--- src/hw/ufc_pkg.sv ---
// Constants, tables and shared types of the serial datapath core.
// Assumes one enabled core clock is one sampling clock of the bit timing.
// Behaviour
// - Non-FIFO: holding-empty sets on shift load.
// - Holding-empty interrupt only when enable bit 1.
// - Non-FIFO: transmitter-empty once shift register empties.
// - FIFO: 16 bytes; empty FIFO raises holding-empty.
// - FIFO: transmitter-empty when FIFO and shifter empty.
// - Start bit rechecked at half bit time.
// - Bits sampled mid-bit; errors in status 2-4.
// - Receive FIFO: 16 entries of 11 bits.
// - Holding read pops; status tags follow new head.
// - FIFO mode: holding register shows oldest character.
// - Receive interrupt per character or trigger level.
// - Timeout after four characters plus twelve bits.
// - Auto RTS needs feature bit and RTS asserted.
// - RTS rising edge sets flow interrupt bit.
// - Auto RTS goes high at next higher level.
// - Auto RTS returns low at next lower level.
// - Receiver keeps accepting until FIFO full.
// - Auto CTS stops transmitter after current character.
// - CTS going high sets flow interrupt bit.
// - Xoff match halts transmit after current character.
// - Xoff sets flag; Xon resumes and clears it.
// - Xon/Xoff registers reset zero; pairs matched.
// - Flow control characters never enter receive FIFO.
// - Send Xoff two characters after trigger; Xon later.
// - Line control selects five to eight data bits.
// - Holding write advances FIFO; LSB sent first.
package ufc_pkg;
	localparam int AW = 4;
	localparam int DW = 8;

	// ********************
	// Register offsets.
	// ********************
	localparam logic [3:0] A_HOLD = 4'h0, A_IER = 4'h1, A_ISR = 4'h2, A_LCR = 4'h3;
	localparam logic [3:0] A_MCR = 4'h4, A_LSR = 4'h5, A_EFR = 4'h6, A_DLD = 4'h7;
	localparam logic [3:0] A_XON1 = 4'h8, A_XON2 = 4'h9, A_XOFF1 = 4'hA, A_XOFF2 = 4'hB;

	// ********************
	// Field positions and values.
	// ********************
	localparam int IER_RX = 0, IER_THR = 1, IER_XOFF = 5, IER_RTS = 6, IER_CTS = 7;
	localparam logic [7:0] IER_ENH_MASK = 8'hF0;
	localparam int FCR_EN = 0, FCR_RXRST = 1, FCR_TXRST = 2, FCR_TRIG = 6;
	localparam logic [7:0] FCR_KEEP = 8'hC1;
	localparam int LCR_PEN = 3, LCR_EVEN = 4, MCR_RTS = 1, DLD_SMP = 4;
	localparam int EFR_RXS = 0, EFR_RXD = 1, EFR_TXS = 2, EFR_TXD = 3;
	localparam int EFR_ENH = 4, EFR_ARTS = 6, EFR_ACTS = 7;
	localparam logic [7:0] ISR_NONE = 8'h01, ISR_THR = 8'h02, ISR_RXRDY = 8'h04;
	localparam logic [7:0] ISR_TMO = 8'h0C, ISR_XOFF = 8'h10, ISR_FLOW = 8'h20;
	localparam logic [7:0] RST_XCH = 8'h00, FULL_MASK = 8'hFF;
	localparam logic LINE_IDLE = 1'b1;

	// ********************
	// FIFO depths and trigger tables.
	// ********************
	localparam logic [4:0] FIFO_DEPTH = 5'h10, NOFIFO_DEPTH = 5'h01;
	localparam logic [3:0][4:0] TRIG_LVL = {5'h0E, 5'h08, 5'h04, 5'h01};
	localparam logic [3:0][4:0] LVL_UP = {5'h0E, 5'h0E, 5'h08, 5'h04};
	localparam logic [3:0][4:0] LVL_DN = {5'h08, 5'h04, 5'h01, 5'h00};

	// ********************
	// Bit timing.
	// ********************
	localparam logic [3:0] SPB16_M1 = 4'hF, SPB8_M1 = 4'h7, SPB4_M1 = 4'h3;
	localparam logic [3:0] HALF16_M1 = 4'h7, HALF8_M1 = 4'h3, HALF4_M1 = 4'h1;
	localparam logic [2:0] SH16 = 3'h4, SH8 = 3'h3, SH4 = 3'h2;
	localparam logic [3:0] FRAME_BASE = 4'h7;
	localparam logic [2:0] LAST_BASE = 3'h4;
	localparam logic [9:0] TMO_CHARS = 10'h004, TMO_BITS = 10'h00C, XOFF_CHARS = 10'h002;

	typedef enum logic [2:0] {
		SER_IDLE = 3'b000,
		SER_START = 3'b001,
		SER_DATA = 3'b010,
		SER_PAR = 3'b011,
		SER_STOP = 3'b100
	} ufc_ser_t;
endpackage

--- src/hw/ufc_core.sv ---
// Transmit and receive datapath with FIFOs and flow control.
// Assumes synchronous inputs and one sampling clock per enabled edge.
//
// Strobed register access and the register offsets are this design's own decisions.
module ufc_core (
	input wire logic core_clk,
	input wire logic rst_n,
	input wire logic clk_en,
	input wire logic [ufc_pkg::AW-1:0] reg_addr,
	input wire logic [ufc_pkg::DW-1:0] reg_wdata,
	input wire logic reg_wr,
	input wire logic reg_rd,
	output logic [ufc_pkg::DW-1:0] reg_rdata,
	input wire logic rx_in,
	input wire logic cts_n,
	output logic tx_out,
	output logic rts_n,
	output logic irq
);
	import ufc_pkg::*;

	// ********************
	// State.
	// ********************
	typedef struct packed {
		logic [7:0] int_enable_reg;
		logic [7:0] line_ctrl_reg;
		logic [7:0] modem_ctrl_reg;
		logic [7:0] enhanced_feature_reg;
		logic [7:0] divisor_fraction_reg;
		logic [7:0] fifo_ctrl_reg;
		logic [3:0][7:0] xch;
		logic [15:0][7:0] txm;
		logic [3:0] twp;
		logic [3:0] trp;
		logic [4:0] tcnt;
		logic [15:0][10:0] rxm;
		logic [3:0] rwp;
		logic [3:0] rrp;
		logic [4:0] rcnt;
		ufc_ser_t ts;
		logic [3:0] tsc;
		logic [2:0] tbi;
		logic [7:0] tx_shift_reg;
		logic tpar;
		logic send_xoff;
		logic send_xon;
		logic ctl_2nd;
		ufc_ser_t rs;
		logic [3:0] rsc;
		logic [2:0] rbi;
		logic [7:0] rx_shift_reg;
		logic rpe;
		logic rprev;
		logic [7:0] hold;
		logic hold_v;
		logic [10:0] pend;
		logic pend_v;
		logic sw_halt;
		logic oe;
		logic thr_int;
		logic flow_int;
		logic xoff_int;
		logic tmo;
		logic [9:0] tmo_cnt;
		logic [9:0] xd_cnt;
		logic xoff_sent;
		logic rts_off;
		logic cts_prev;
		logic [7:0] rdata;
		logic tx;
		logic rts_n;
		logic irq;
	} ufc_st_t;

	ufc_st_t st_r;
	ufc_st_t st_nxt;

	logic [1:0] smp;
	logic [1:0] tsel;
	logic [3:0] spb_m1;
	logic [3:0] half_m1;
	logic [3:0] fb;
	logic [2:0] sh;
	logic [2:0] last_bit;
	logic [4:0] cap;
	logic [4:0] trig;
	logic [4:0] lvl_up;
	logic [4:0] lvl_dn;
	logic [9:0] tmo_lim;
	logic [9:0] xd_lim;
	logic [7:0] msk;
	logic [7:0] isr_val;
	logic [7:0] lsr_val;
	logic [10:0] head;
	logic [3:0][7:0] xm;
	logic fifo_on;
	logic cts_halt;
	logic rx_rdy;
	logic rx_sw_on;

	// ********************
	// Derived settings.
	// ********************
	assign smp = st_r.divisor_fraction_reg[DLD_SMP+1:DLD_SMP];
	assign spb_m1 = (smp == 2'b00) ? SPB16_M1 : ((smp == 2'b01) ? SPB8_M1 : SPB4_M1);
	assign half_m1 = (smp == 2'b00) ? HALF16_M1 : ((smp == 2'b01) ? HALF8_M1 : HALF4_M1);
	assign sh = (smp == 2'b00) ? SH16 : ((smp == 2'b01) ? SH8 : SH4);
	assign fifo_on = st_r.fifo_ctrl_reg[FCR_EN];
	assign cap = fifo_on ? FIFO_DEPTH : NOFIFO_DEPTH;
	assign tsel = fifo_on ? st_r.fifo_ctrl_reg[FCR_TRIG+1:FCR_TRIG] : 2'b00;
	assign trig = TRIG_LVL[tsel];
	assign lvl_up = LVL_UP[tsel];
	assign lvl_dn = LVL_DN[tsel];
	assign fb = FRAME_BASE + {2'b00, st_r.line_ctrl_reg[1:0]} + {3'b000, st_r.line_ctrl_reg[LCR_PEN]};
	assign last_bit = LAST_BASE + {1'b0, st_r.line_ctrl_reg[1:0]};
	assign msk = FULL_MASK >> ~st_r.line_ctrl_reg[1:0];
	assign tmo_lim = 10'((({7'h00, last_bit} + 10'h001) * TMO_CHARS + TMO_BITS)
		<< sh);
	assign xd_lim = 10'((10'(fb) * XOFF_CHARS) << sh);
	assign head = st_r.rxm[st_r.rrp];
	assign cts_halt = st_r.enhanced_feature_reg[EFR_ACTS] & cts_n;
	assign rx_sw_on = st_r.enhanced_feature_reg[EFR_RXS] | st_r.enhanced_feature_reg[EFR_RXD];
	assign rx_rdy = fifo_on ? (st_r.rcnt >= trig) : (st_r.rcnt != 5'h00);

	for (genvar i = 0; i < 4; i++) begin : g_msk
		assign xm[i] = st_r.xch[i] & msk;
	end

	assign isr_val = (st_r.tmo & st_r.int_enable_reg[IER_RX]) ? ISR_TMO :
		(rx_rdy & st_r.int_enable_reg[IER_RX]) ? ISR_RXRDY :
		(st_r.thr_int & st_r.int_enable_reg[IER_THR]) ? ISR_THR :
		st_r.xoff_int ? ISR_XOFF :
		st_r.flow_int ? ISR_FLOW : ISR_NONE;

	// Tags of the head entry appear in bits 2 to 4.
	assign lsr_val = {1'b0,
		(st_r.tcnt == 5'h00) & (st_r.ts == SER_IDLE),
		st_r.tcnt == 5'h00,
		(st_r.rcnt != 5'h00) ? head[10:8] : 3'b000,
		st_r.oe,
		st_r.rcnt != 5'h00};

	// ********************
	// Next state.
	// ********************
	always_comb begin
		logic tpush;
		logic tpop;
		logic tgo;
		logic rpush;
		logic rpop;
		logic rdone;
		logic clean;
		logic xoffm;
		logic xonm;
		logic [7:0] c;
		logic [10:0] rword;
		logic [10:0] pword;
		tpush = 1'b0;
		tpop = 1'b0;
		tgo = 1'b0;
		rpush = 1'b0;
		rpop = 1'b0;
		rdone = 1'b0;
		xoffm = 1'b0;
		xonm = 1'b0;
		pword = 11'h000;
		rword = {~rx_in & (st_r.rx_shift_reg == 8'h00), ~rx_in, st_r.rpe, st_r.rx_shift_reg};
		clean = ~(|rword[10:8]);
		c = st_r.rx_shift_reg & msk;
		st_nxt = st_r;
		st_nxt.rdata = 8'h00;
		st_nxt.rprev = rx_in;
		st_nxt.cts_prev = cts_n;

		// Register writes.
		if (reg_wr) begin
			case (reg_addr)
				A_HOLD: begin
					st_nxt.thr_int = 1'b0;
					if (st_r.tcnt < cap) begin
						tpush = 1'b1;
						st_nxt.txm[st_r.twp] = reg_wdata;
						st_nxt.twp = st_r.twp + 4'h1;
					end
				end
				A_IER: begin
					if (st_r.enhanced_feature_reg[EFR_ENH]) begin
						st_nxt.int_enable_reg = reg_wdata;
					end else begin
						st_nxt.int_enable_reg = (st_r.int_enable_reg & IER_ENH_MASK) | (reg_wdata & ~IER_ENH_MASK);
					end
				end
				A_ISR: st_nxt.fifo_ctrl_reg = reg_wdata & FCR_KEEP;
				A_LCR: st_nxt.line_ctrl_reg = reg_wdata;
				A_MCR: st_nxt.modem_ctrl_reg = reg_wdata;
				A_EFR: st_nxt.enhanced_feature_reg = reg_wdata;
				A_DLD: st_nxt.divisor_fraction_reg = reg_wdata;
				A_XON1, A_XON2, A_XOFF1, A_XOFF2: st_nxt.xch[reg_addr[1:0]] = reg_wdata;
				default: ;
			endcase
		end

		// Register reads.
		if (reg_rd) begin
			case (reg_addr)
				A_HOLD: begin
					if (st_r.rcnt != 5'h00) begin
						st_nxt.rdata = head[7:0];
						rpop = 1'b1;
					end
					st_nxt.tmo = 1'b0;
					st_nxt.tmo_cnt = 10'h000;
				end
				A_IER: st_nxt.rdata = st_r.int_enable_reg;
				A_ISR: begin
					st_nxt.rdata = isr_val;
					if (isr_val == ISR_THR) begin
						st_nxt.thr_int = 1'b0;
					end
					if (isr_val == ISR_FLOW) begin
						st_nxt.flow_int = 1'b0;
					end
				end
				A_LCR: st_nxt.rdata = st_r.line_ctrl_reg;
				A_MCR: st_nxt.rdata = st_r.modem_ctrl_reg;
				A_LSR: begin
					st_nxt.rdata = lsr_val;
					st_nxt.oe = 1'b0;
				end
				A_EFR: st_nxt.rdata = st_r.enhanced_feature_reg;
				A_DLD: st_nxt.rdata = st_r.divisor_fraction_reg;
				A_XON1, A_XON2, A_XOFF1, A_XOFF2: st_nxt.rdata = st_r.xch[reg_addr[1:0]];
				default: st_nxt.rdata = 8'h00;
			endcase
		end

		// ********************
		// Transmitter.
		// ********************
		if (st_r.ts == SER_IDLE) begin
			if ((st_r.send_xoff | st_r.send_xon) & ~cts_halt) begin
				tgo = 1'b1;
				st_nxt.tx_shift_reg = st_r.xch[{st_r.send_xoff, st_r.ctl_2nd}];
				if (st_r.enhanced_feature_reg[EFR_TXD] & ~st_r.ctl_2nd) begin
					st_nxt.ctl_2nd = 1'b1;
				end else begin
					st_nxt.ctl_2nd = 1'b0;
					st_nxt.send_xoff = 1'b0;
					st_nxt.send_xon = 1'b0;
				end
			end else if ((st_r.tcnt != 5'h00) & ~cts_halt & ~st_r.sw_halt) begin
				tgo = 1'b1;
				tpop = 1'b1;
				st_nxt.tx_shift_reg = st_r.txm[st_r.trp];
				st_nxt.trp = st_r.trp + 4'h1;
			end
			if (tgo) begin
				st_nxt.ts = SER_START;
				st_nxt.tsc = 4'h0;
				st_nxt.tx = 1'b0;
			end
		end else if (st_r.tsc != spb_m1) begin
			st_nxt.tsc = st_r.tsc + 4'h1;
		end else begin
			st_nxt.tsc = 4'h0;
			unique case (st_r.ts)
				SER_START: begin
					st_nxt.ts = SER_DATA;
					st_nxt.tbi = 3'h0;
					st_nxt.tx = st_r.tx_shift_reg[0];
					st_nxt.tpar = st_r.tx_shift_reg[0];
				end
				SER_DATA: begin
					if (st_r.tbi == last_bit) begin
						if (st_r.line_ctrl_reg[LCR_PEN]) begin
							st_nxt.ts = SER_PAR;
							st_nxt.tx = st_r.tpar ^ ~st_r.line_ctrl_reg[LCR_EVEN];
						end else begin
							st_nxt.ts = SER_STOP;
							st_nxt.tx = LINE_IDLE;
						end
					end else begin
						st_nxt.tbi = st_r.tbi + 3'h1;
						st_nxt.tx_shift_reg = st_r.tx_shift_reg >> 1;
						st_nxt.tx = st_r.tx_shift_reg[1];
						st_nxt.tpar = st_r.tpar ^ st_r.tx_shift_reg[1];
					end
				end
				SER_PAR: begin
					st_nxt.ts = SER_STOP;
					st_nxt.tx = LINE_IDLE;
				end
				SER_STOP: st_nxt.ts = SER_IDLE;
				default: st_nxt.ts = SER_IDLE;
			endcase
		end

		// ********************
		// Receiver.
		// ********************
		unique case (st_r.rs)
			SER_IDLE: begin
				if (st_r.rprev & ~rx_in) begin
					st_nxt.rs = SER_START;
					st_nxt.rsc = 4'h0;
				end
			end
			SER_START: begin
				if (st_r.rsc == half_m1) begin
					st_nxt.rsc = 4'h0;
					if (~rx_in) begin
						st_nxt.rs = SER_DATA;
						st_nxt.rbi = 3'h0;
						st_nxt.rx_shift_reg = 8'h00;
						st_nxt.rpe = 1'b0;
					end else begin
						st_nxt.rs = SER_IDLE;
					end
				end else begin
					st_nxt.rsc = st_r.rsc + 4'h1;
				end
			end
			SER_DATA, SER_PAR, SER_STOP: begin
				if (st_r.rsc != spb_m1) begin
					st_nxt.rsc = st_r.rsc + 4'h1;
				end else begin
					st_nxt.rsc = 4'h0;
					if (st_r.rs == SER_DATA) begin
						st_nxt.rx_shift_reg[st_r.rbi] = rx_in;
						st_nxt.rpe = st_r.rpe ^ rx_in;
						st_nxt.rbi = st_r.rbi + 3'h1;
						if (st_r.rbi == last_bit) begin
							st_nxt.rs = st_r.line_ctrl_reg[LCR_PEN] ? SER_PAR : SER_STOP;
							if (~st_r.line_ctrl_reg[LCR_PEN]) begin
								st_nxt.rpe = 1'b0;
							end
						end
					end else if (st_r.rs == SER_PAR) begin
						st_nxt.rpe = st_r.rpe ^ rx_in ^ ~st_r.line_ctrl_reg[LCR_EVEN];
						st_nxt.rs = SER_STOP;
					end else begin
						rdone = 1'b1;
						st_nxt.rs = SER_IDLE;
					end
				end
			end
			default: st_nxt.rs = SER_IDLE;
		endcase

		// ********************
		// Flow control character filter.
		// ********************
		if (rdone) begin
			st_nxt.tmo = 1'b0;
			st_nxt.tmo_cnt = 10'h000;
			if (~rx_sw_on) begin
				rpush = 1'b1;
				pword = rword;
			end else if (~st_r.enhanced_feature_reg[EFR_RXD]) begin
				if (clean & (c == xm[2])) begin
					xoffm = 1'b1;
				end else if (clean & (c == xm[0])) begin
					xonm = 1'b1;
				end else begin
					rpush = 1'b1;
					pword = rword;
				end
			end else if (st_r.hold_v) begin
				st_nxt.hold_v = 1'b0;
				if (clean & (st_r.hold == xm[2]) & (c == xm[3])) begin
					xoffm = 1'b1;
				end else if (clean & (st_r.hold == xm[0]) & (c == xm[1])) begin
					xonm = 1'b1;
				end else begin
					rpush = 1'b1;
					pword = {3'b000, st_r.hold};
					if (clean & ((c == xm[2]) | (c == xm[0]))) begin
						st_nxt.hold = c;
						st_nxt.hold_v = 1'b1;
					end else begin
						st_nxt.pend = rword;
						st_nxt.pend_v = 1'b1;
					end
				end
			end else if (clean & ((c == xm[2]) | (c == xm[0]))) begin
				st_nxt.hold = c;
				st_nxt.hold_v = 1'b1;
			end else begin
				rpush = 1'b1;
				pword = rword;
			end
		end else if (st_r.pend_v) begin
			rpush = 1'b1;
			pword = st_r.pend;
			st_nxt.pend_v = 1'b0;
		end
		if (xoffm) begin
			st_nxt.sw_halt = 1'b1;
			if (st_r.int_enable_reg[IER_XOFF]) begin
				st_nxt.xoff_int = 1'b1;
			end
		end
		if (xonm) begin
			st_nxt.sw_halt = 1'b0;
			st_nxt.xoff_int = 1'b0;
		end
		if (~rx_sw_on) begin
			st_nxt.sw_halt = 1'b0;
			st_nxt.hold_v = 1'b0;
		end

		// ********************
		// FIFO pointers and counts.
		// ********************
		if (rpush) begin
			if (st_r.rcnt < cap) begin
				st_nxt.rxm[st_r.rwp] = pword;
				st_nxt.rwp = st_r.rwp + 4'h1;
			end else begin
				rpush = 1'b0;
				st_nxt.oe = 1'b1;
			end
		end
		if (rpop) begin
			st_nxt.rrp = st_r.rrp + 4'h1;
		end
		st_nxt.rcnt = st_r.rcnt + 5'(rpush) - 5'(rpop);
		st_nxt.tcnt = st_r.tcnt + 5'(tpush) - 5'(tpop);
		if (tpop & (st_r.tcnt == 5'h01) & ~tpush) begin
			st_nxt.thr_int = 1'b1;
		end
		if (reg_wr & (reg_addr == A_ISR)) begin
			if (reg_wdata[FCR_RXRST]) begin
				st_nxt.rwp = 4'h0;
				st_nxt.rrp = 4'h0;
				st_nxt.rcnt = 5'h00;
			end
			if (reg_wdata[FCR_TXRST]) begin
				st_nxt.twp = 4'h0;
				st_nxt.trp = 4'h0;
				st_nxt.tcnt = 5'h00;
			end
		end

		// ********************
		// Receive timeout.
		// ********************
		if (st_r.rcnt == 5'h00) begin
			st_nxt.tmo = 1'b0;
			st_nxt.tmo_cnt = 10'h000;
		end else if (~rdone & ~rpop & ~st_r.tmo) begin
			if (st_r.tmo_cnt == tmo_lim - 10'h001) begin
				st_nxt.tmo = 1'b1;
			end else begin
				st_nxt.tmo_cnt = st_r.tmo_cnt + 10'h001;
			end
		end

		// ********************
		// Hardware flow control.
		// ********************
		if (~(st_r.enhanced_feature_reg[EFR_ARTS] & st_r.modem_ctrl_reg[MCR_RTS])) begin
			st_nxt.rts_off = 1'b0;
		end else if (st_r.rcnt >= lvl_up) begin
			st_nxt.rts_off = 1'b1;
		end else if (st_r.rcnt <= lvl_dn) begin
			st_nxt.rts_off = 1'b0;
		end
		st_nxt.rts_n = ~st_nxt.modem_ctrl_reg[MCR_RTS] | (st_nxt.enhanced_feature_reg[EFR_ARTS] & st_nxt.rts_off);
		if (st_r.int_enable_reg[IER_RTS] & ~st_r.rts_n & st_nxt.rts_n) begin
			st_nxt.flow_int = 1'b1;
		end
		if (st_r.int_enable_reg[IER_CTS] & ~st_r.cts_prev & cts_n) begin
			st_nxt.flow_int = 1'b1;
		end

		// ********************
		// Xoff and Xon sending.
		// ********************
		if (~st_r.enhanced_feature_reg[EFR_TXS] & ~st_r.enhanced_feature_reg[EFR_TXD]) begin
			st_nxt.xoff_sent = 1'b0;
			st_nxt.xd_cnt = 10'h000;
			st_nxt.send_xoff = 1'b0;
			st_nxt.send_xon = 1'b0;
			st_nxt.ctl_2nd = 1'b0;
		end else if (~st_r.xoff_sent) begin
			if (st_r.rcnt >= trig) begin
				if (st_r.xd_cnt == xd_lim - 10'h001) begin
					st_nxt.send_xoff = 1'b1;
					st_nxt.send_xon = 1'b0;
					st_nxt.ctl_2nd = 1'b0;
					st_nxt.xoff_sent = 1'b1;
					st_nxt.xd_cnt = 10'h000;
				end else begin
					st_nxt.xd_cnt = st_r.xd_cnt + 10'h001;
				end
			end else begin
				st_nxt.xd_cnt = 10'h000;
			end
		end else if (st_r.rcnt <= lvl_dn) begin
			st_nxt.send_xon = 1'b1;
			st_nxt.send_xoff = 1'b0;
			st_nxt.ctl_2nd = 1'b0;
			st_nxt.xoff_sent = 1'b0;
		end

		st_nxt.irq = (isr_val != ISR_NONE);
	end

	// ********************
	// Registers.
	// ********************
	always_ff @(posedge core_clk) begin
		if (!rst_n) begin
			st_r <= '0;
			st_r.xch <= {4{RST_XCH}};
			st_r.tx <= LINE_IDLE;
			st_r.rts_n <= LINE_IDLE;
			st_r.rprev <= LINE_IDLE;
			st_r.cts_prev <= LINE_IDLE;
		end else if (clk_en) begin
			st_r <= st_nxt;
		end
	end

	assign reg_rdata = st_r.rdata;
	assign tx_out = st_r.tx;
	assign rts_n = st_r.rts_n;
	assign irq = st_r.irq;
endmodule

--- config.mk ---
export PLATFORM = sky130hd
export DESIGN_NAME = ufc_core
export DESIGN_NICKNAME = d
export VERILOG_FILES = /design/src/hw/ufc_pkg.sv /design/src/hw/ufc_core.sv
export SDC_FILE = /design/constraint.sdc
export NUM_CORES = 1
export LEC_CHECK = 0
export BUFFER_PORTS_ARGS = -buffer_cell sky130_fd_sc_hd__buf_2
export CAP_MARGIN = 5
export CORE_UTILIZATION = 25
export CTS_BUF_LIST = sky130_fd_sc_hd__clkbuf_16
export CTS_CLUSTER_DIAMETER = 120
export DETAILED_ROUTE_END_ITERATION = 7
export GPL_TIMING_DRIVEN = 0
export PLACE_DENSITY = 0.35
export SYNTH_ARGS = -nofsm -noshare
export SYNTH_HDL_FRONTEND = slang
export SYNTH_SLANG_ARGS = --single-unit
--- constraint.sdc ---
create_clock -name core_clk -period 6.8 [get_ports core_clk]
set_input_delay 0.34 -clock core_clk [delete_from_list [all_inputs] [get_ports core_clk]]
set_output_delay 0.34 -clock core_clk [all_outputs]
set_load 0.03 [all_outputs]
==> reports/qor.yml, run 1 <==
run_status:
  status: "finished, final reports clean"
logic_synthesis:
  synth_xor_area_share_pct: 2.66
  synth_edf_count: 0
  synthArstFlopShare_pct: 0
  syn-num-nets: 2820
  yosys.area_share.simple_pct: 14.4
  ys_ff_latch: 508
  synth_ff_type: "dfxtp_1"
  yosysWarnings: 0
  yosysTopAreaCell: "dfxtp_1"
  synth-compound-area-share_pct: 17.2
  synth.mux.area_fraction_pct: 19.2
  yosysTopAreaCellShare_pct: 38.6
  yosys-top-cells-area: "dfxtp_1, mux2i_1, mux4_2, nor2_1, a31oi_1"
  synth.avg_cell_area_um2: 9.60
  synth_cell_type_count: 100
  syn_inst: 2747
  synth_fa_ha_area_share_pct: 2.62
  yosysSeqAreaShare_pct: 38.6
  netlist_area_um2: 26400
  synth_top_family_by_area: "multiplexers"
clocking:
  postCtsSetupBuffers: 0
  cts_resized: 0
  cts_buffers: 67
  clockRootBuffer: "clkbuf_16"
  htreeDepth: 3
  hold_buffers: 0
  cts_tree: "done"
  clk_path_buf_depth: 3
  cts.clk_slew.worst_paths_ns: 0.06
  clock_latency_ns: 0.65
  clock-sinks: 508
grt:
  grt_pass1_vias: 22200
  overflow: 0
  grtUsageTotal_pct: 19.8
  grt_max_degree: 12
  grt_pass1_wl_mm: 157
  antenna_found_initial: 2
detailed_routing:
  vias_per_cell: 5.22
  ant_nets: 0
  wl_per_cell_um: 25.2
  drc: 0
  num_vias: 22300
  firstDrtPassIters: 6
  drt_iter0_markers: 1806
  drt-total-wl_mm: 108
placed_design:
  place_inst: 4152
  gp_congestion: 0.877
  place_hpwl_mm: 79.0
  numPortBuffers: 18
worst_setup_path:
  critPathLaunch: "st_r[497]"
  setup.worst_path.end_class: "flop"
  cp.arrival_ns: 6.20
  r2r-start: "st_r[497]"
  critPathKind: "flop to flop"
  start_kind: "flop"
  crit_fanout: 10
  crit_required_ns: 7.30
  worstRegToRegCells: 21
cells_and_area:
  regArea_um2: 10200
  final_cell_mix: "dfxtp_1, nor2_1, mux2i_1"
  final_common_cell: "dfxtp_1"
  nFillCells: 11000
  multi_input_area_um2: 14800
  final_cell_count_no_fill: 4275
  nNetsFinal: 2915
  drive_gt1_share_pct: 12.7
  syn_to_final_growth_pct: 14.8
floorplan:
  fp.dieArea_um2: 107000
  core-area_um2: 104000
  num_rows: 118
  die_y_um: 327
  boundaryPins: 30
  floorplan.initialDensity_pct: 25.3
  fp.dieW_um: 327
sta:
  fmax_mhz: 175
  clock_skew_ns: 0.0198
  worst_slew_pin_slew_ns: 1.38
  finalCritPeriodShare_pct: 83.9
  fin_tns_setup_ns: 0
  rsz0062_at_grt: "false"
  setup_viol: 0
  hold_viol_final: 0
  fin_crit_ns: 5.71
  maxSlewHeadroom_pct: 7.08
  drv_slew: 0
job:
  max_cap_violations: 0
hold_path:
  holdCritPathClass: "primary input to flop"
  hold_start: "reg_wdata[5]"
  min_path_cells: 3
power:
  p_leak_uw: 0.0101
  ir_drop_mv: 0.171
  power.density_nw_per_um2: 237
-- stage by stage --
stage	utilization [%]	worst slack, ns	instance area, um2	hold WS, ns	power, uW
finish	29.1	1.09	30300	0.0904	7170
floorplan	-	2.79	26400	0.426	3630
global route	29.1	0.772	30300	0.0935	7460
global placement	27.1	1.25	28200	0.440	3910
CTS	29.1	1.15	30300	0.0695	7280
detailed placement	27.1	1.18	28200	0.449	3910
-- Yosys cell counts, drive strengths merged, types with 9 or more instances --
cell type  instances
nor4              16
xor2              39
nand2b            24
inv               48
a31oi            142
o22ai              9
nor2b             18
nor4b             10
a21oi             90
nand2            145
mux2i            312
nand3             49
nand4             18
ha                52
a211oi           144
nand3b            11
nor3b              9
mux4              84
or3               10
o21ai             58
a221oi            23
clkbuf           155
buf              111
nor3              23
dfxtp            508
nor2             333
a22oi             25
xnor2             41
and3              69
a222oi            18
and2              10
o211ai            10
-- where the power goes --
group	internal [uW]	switching [uW]	total [uW]
registers	3030	55.4	3090
logic	236	522	759
clock network	1820	1500	3320
total	5090	2080	7170
-- per-layer routing --
layer	vias to the layer above	share of wire [%]	wire (um)	GRT usage (%)
met4	4	2.6	2840	5.54
li1	10300	-	-	-
met2	594	47	50600	32.6
met3	164	4.4	4780	3.02
met1	11200	46	49600	26.7
met5	-	0.019	20	0
-- path summary, 6_finish.rpt --
path / endpoint / slack (ns)
max reg2reg: st_r[107] / 1.09
max: st_r[107] / 1.09
min reg2reg: st_r[235] / 0.46
min: st_r[510] / 0.09
-- registers in the layout, indices dropped and copies added, names as in the netlist --
register   count
st_r         493
rts_n          1
lsr_val        1
irq            1
smp            2
fifo_on        1
tx_out         1
reg_rdata      8
-- cells by family (layout without fill, tap and decap cells) --
logic type	Yosys count	after routing
and+or+nand+nor	779	779
AOI/OAI and AO/OA	609	609
DFF	508	508
muxes	400	400
buffers and inverters	317	464
xor gates and xnor gates	80	80
adders and majority gates	54	54
other	0	1
-- critical path, cell delays in order (launching register included) --
cell	delay [ns]
dfxtp_1	0.35
clkbuf_1	0.47
buf_2	0.42
inv_1	0.11
ha_1	0.38
nand2b_1	0.24
a2111oi_0	0.51
and4_1	0.37
a32o_1	0.56
nor4b_4	0.15
buf_2	0.24
inv_2	0.11
ha_1	0.12
inv_1	0.04
ha_1	0.20
fa_1	0.41
a21oi_1	0.15
o21bai_1	0.10
xnor2_1	0.20
o21ai_0	0.10
a22oi_1	0.24
nor2_1	0.05
-- cell type report --
cell class / instances / share of cell area [%]
well taps: 1380 / 5.70
plain buffers: 266 / 4.09
inverters: 51 / 0.632
flip-flops and latches: 508 / 33.6
clock buffers: 67 / 5.54
diodes: 1 / 0.00826
clock inverters: 54 / 1.17
repair buffers: 26 / 0.479
multi-input cells: 1922 / 48.8
No activity file was read; power rests on OpenSTA's default activity.
==> run 2: changes to the inputs <==
--- a/config.mk
+++ b/config.mk
@@ -5,6 +5,7 @@
 export SDC_FILE = /design/constraint.sdc
 export NUM_CORES = 1
 export LEC_CHECK = 0
+export ABC_AREA = 1
 export BUFFER_PORTS_ARGS = -buffer_cell sky130_fd_sc_hd__buf_2
 export CAP_MARGIN = 5
 export CORE_UTILIZATION = 25
@@ -12,7 +13,7 @@
 export CTS_CLUSTER_DIAMETER = 120
 export DETAILED_ROUTE_END_ITERATION = 7
 export GPL_TIMING_DRIVEN = 0
-export PLACE_DENSITY = 0.35
+export PLACE_DENSITY = 0.37
 export SYNTH_ARGS = -nofsm -noshare
 export SYNTH_HDL_FRONTEND = slang
 export SYNTH_SLANG_ARGS = --single-unit
==> constraint.sdc (replaced) <==
create_clock -name core_clk -period 4.7 [get_ports core_clk]
set_input_delay 0.235 -clock core_clk [delete_from_list [all_inputs] [get_ports core_clk]]
set_output_delay 0.235 -clock core_clk [all_outputs]
set_load 0.03 [all_outputs]
==> reports/qor.yml, run 2 <==
clocking:
  postCtsSetupBuffers: 0
  cts_buffers: 67
  cts_tree: "done"
  clock-sinks: 508
  cts.clk_slew.worst_paths_ns: 0.06
  htreeDepth: 3
  clk_path_buf_depth: 3
  clock_latency_ns: 0.64
  clockRootBuffer: "clkbuf_16"
worst_setup_path:
  setup.worst_path.end_class: "flop"
  cp.arrival_ns: 4.93
  cp_common_cell: "nand2_1"
  worst_path_max_delay_cell: "clkbuf_1"
  worstRegToRegCells: 17
  rrSetupSlack_ns: 0.28
  cp_top_family: "buffers and inverters"
  crit_path_max_incr_delay_ns: 0.83
  critPathKind: "flop to flop"
  r2r-start: "st_r[498]"
  crit_fanout: 10
  cp_num_buf_inv: 4
  cp_cell_sequence: "buf_4, inv_1, ha_2, nor2_2, nand2_1, nand2_1, nor2_1, nand3_1, nand3_1, nand2_1, nand3_1, nand3_1, inv_1, clkbuf_1, nand2_1, nand2_1, nor2_1"
  r2r-end: "st_r[206]"
  start_kind: "flop"
  crit_required_ns: 5.21
cells_and_area:
  syn_to_final_growth_pct: 15.0
  final_cell_count_no_fill: 5555
  n_antenna_cell: 0
  largest_reg_flops: 493
  regMostFlops: "st_r"
  final_cell_mix: "nand2_1, nor2_1, dfxtp_1"
  final_common_cell: "nand2_1"
  drive_gt1_share_pct: 5.00
  nFillCells: 11900
  nNetsFinal: 4192
sta:
  fin_crit_ns: 4.42
  hold-worst-slack_ns: 0.0214
  fmax_mhz: 226
  clock_skew_ns: 0.0318
  finalCritPeriodShare_pct: 94.0
  rsz0062_at_grt: "false"
  hold_viol_final: 0
  drv_slew: 0
  setup_viol: 0
  worst_slew_pin_slew_ns: 1.21
  maxSlewHeadroom_pct: 19.5
floorplan:
  core-area_um2: 105000
  boundaryPins: 30
  num_rows: 119
  fp.dieArea_um2: 107000
  fp.dieW_um: 328
  die_y_um: 328
  floorplan.initialDensity_pct: 25.2
power:
  netSwitchingFraction_pct: 32.5
  clock_power_share_pct: 43.2
  power.density_nw_per_um2: 382
  pwr-share-comb_pct: 17.8
  power_switching_uw: 3780
  seqPwrFrac_pct: 39.0
  ir_drop_mv: 0.221
  p_leak_uw: 0.0118
  internal-power_uw: 7850
detailed_routing:
  firstDrtPassIters: 5
  drt-total-wl_mm: 128
  wl_per_cell_um: 23.0
  num_vias: 27500
  drc: 0
  ant_nets: 0
  vias_per_cell: 4.94
  drt_iter0_markers: 2225
grt:
  grt_pass1_wl_mm: 185
  use_met1_pct: 34.6
  grt_pass1_vias: 26200
  overflow: 0
  met2_usage_pct: 35.6
  grtUsageTotal_pct: 23.5
  grt.busiest_layer: "met2"
  use_met3_pct: 3.02
  grt_max_degree: 13
  antenna_found_initial: 7
hold_path:
  min_path_cells: 3
  min_to: "st_r[472]"
  holdCritPathClass: "primary input to flop"
  hold_start: "reg_wdata[7]"
logic_synthesis:
  synthMostInstantiatedCell: "nand2_1"
  synth_edf_count: 0
  synthArstFlopShare_pct: 0
  ys_ff_latch: 508
  yosysTopAreaCell: "dfxtp_1"
  synth.avg_cell_area_um2: 6.59
  yosysSeqAreaShare_pct: 38.4
  yosys-top-cells-area: "dfxtp_1, nand2_1, nor2_1, a21oi_1, o21ai_0"
  synth_cell_type_count: 49
  syn_inst: 4021
  syn-num-nets: 4094
  synth_common_cells: "nand2_1, nor2_1, dfxtp_1"
  netlist_area_um2: 26500
  yosysWarnings: 0
  yosysTopAreaCellShare_pct: 38.4
  synth_ff_type: "dfxtp_1"
placed_design:
  gp_congestion: 0.905
  numPortBuffers: 27
  place_inst: 5439
  place_hpwl_mm: 94.4
run_status:
  status: "finished, final reports clean"
job:
  max_cap_violations: 0
run 2: layout make-up:
cell class	count	area (um2)	share of cell area, %
plain buffers	239	1110	3.65
clock buffers	69	1730	5.67
clock inverters	45	329	1.08
inverters	334	1250	4.12
multi-input cells	2940	14000	45.9
flip-flops and latches	508	10200	33.4
well taps	1391	1740	5.71
repair buffers	29	155	0.509
run 2: power groups by stage:
stage / logic, uW / clock network [uW] / registers [uW]
after floorplan: 1300 / 0 / 4580
after global placement: 2080 / 0 / 4630
after detailed placement: 2060 / 0 / 4630
after CTS: 2060 / 5140 / 4530
after global routing: 2300 / 5300 / 4550
final: 2070 / 5030 / 4540
run 2: how the worst max path moves through the flow:
stage | startpoint | end | slack [ns] | cells past startpoint
6_report | st_r[498] | st_r[206] | 0.28 | 17
4_1_cts | st_r[498] | st_r[107] | 0.1 | 22
3_3_place_gp | st_r[498] | st_r[107] | -0.38 | 22
5_1_grt | st_r[498] | st_r[107] | 0.03 | 22
2_1_floorplan | st_r[498] | st_r[107] | 1.29 | 22
3_5_place_dp | st_r[498] | st_r[107] | -0.32 | 22
run 2: kinds of logic after synthesis:
family          share of synthesized area [%]
buf+inv                                  8.92
fa+ha+maj                                2.61
flops                                    38.4
simple gates                             28.5
compound gates                           20.2
xor+xnor                                 1.36
run 2: through the flow:
step / util [%] / setup TNS (ns) / cell area [um2] / total power [uW] / worst slack, ns
global route: 29.0 / 0 / 30500 / 12100 / 0.0260
global placement: 27.0 / -3.71 / 28400 / 6710 / -0.377
finish: 29.0 / 0 / 30500 / 11600 / 0.281
detailed placement: 27.0 / -1.45 / 28400 / 6680 / -0.319
floorplan: - / 0 / 26500 / 5880 / 1.29
CTS: 29.0 / 0 / 30500 / 11700 / 0.0982
run 2: metal layers:
layer | vias to the layer above | part of all wire, %
met3 | 152 | 5.5
met5 | - | 0
li1 | 13400 | -
met1 | 13100 | 49
met2 | 785 | 43
met4 | 0 | 2.2
run 2: worst register-to-register path: stages, from the launching register on:
cell,delay [ns]
dfxtp_2,0.38
buf_4,0.22
inv_1,0.32
ha_2,0.42
nor2_2,0.12
nand2_1,0.07
nand2_1,0.05
nor2_1,0.10
nand3_1,0.24
nand3_1,0.25
nand2_1,0.25
nand3_1,0.15
nand3_1,0.21
inv_1,0.39
clkbuf_1,0.84
nand2_1,0.15
nand2_1,0.12
nor2_1,0.05
run 2: repair_timing:
item | CTS | global route
pin swaps | 0 | 0
resized for setup | 3 | 2
hold endpoints to repair | 2 | 0
hold buffers | 2 | 0
setup endpoints to repair | 26 | 1
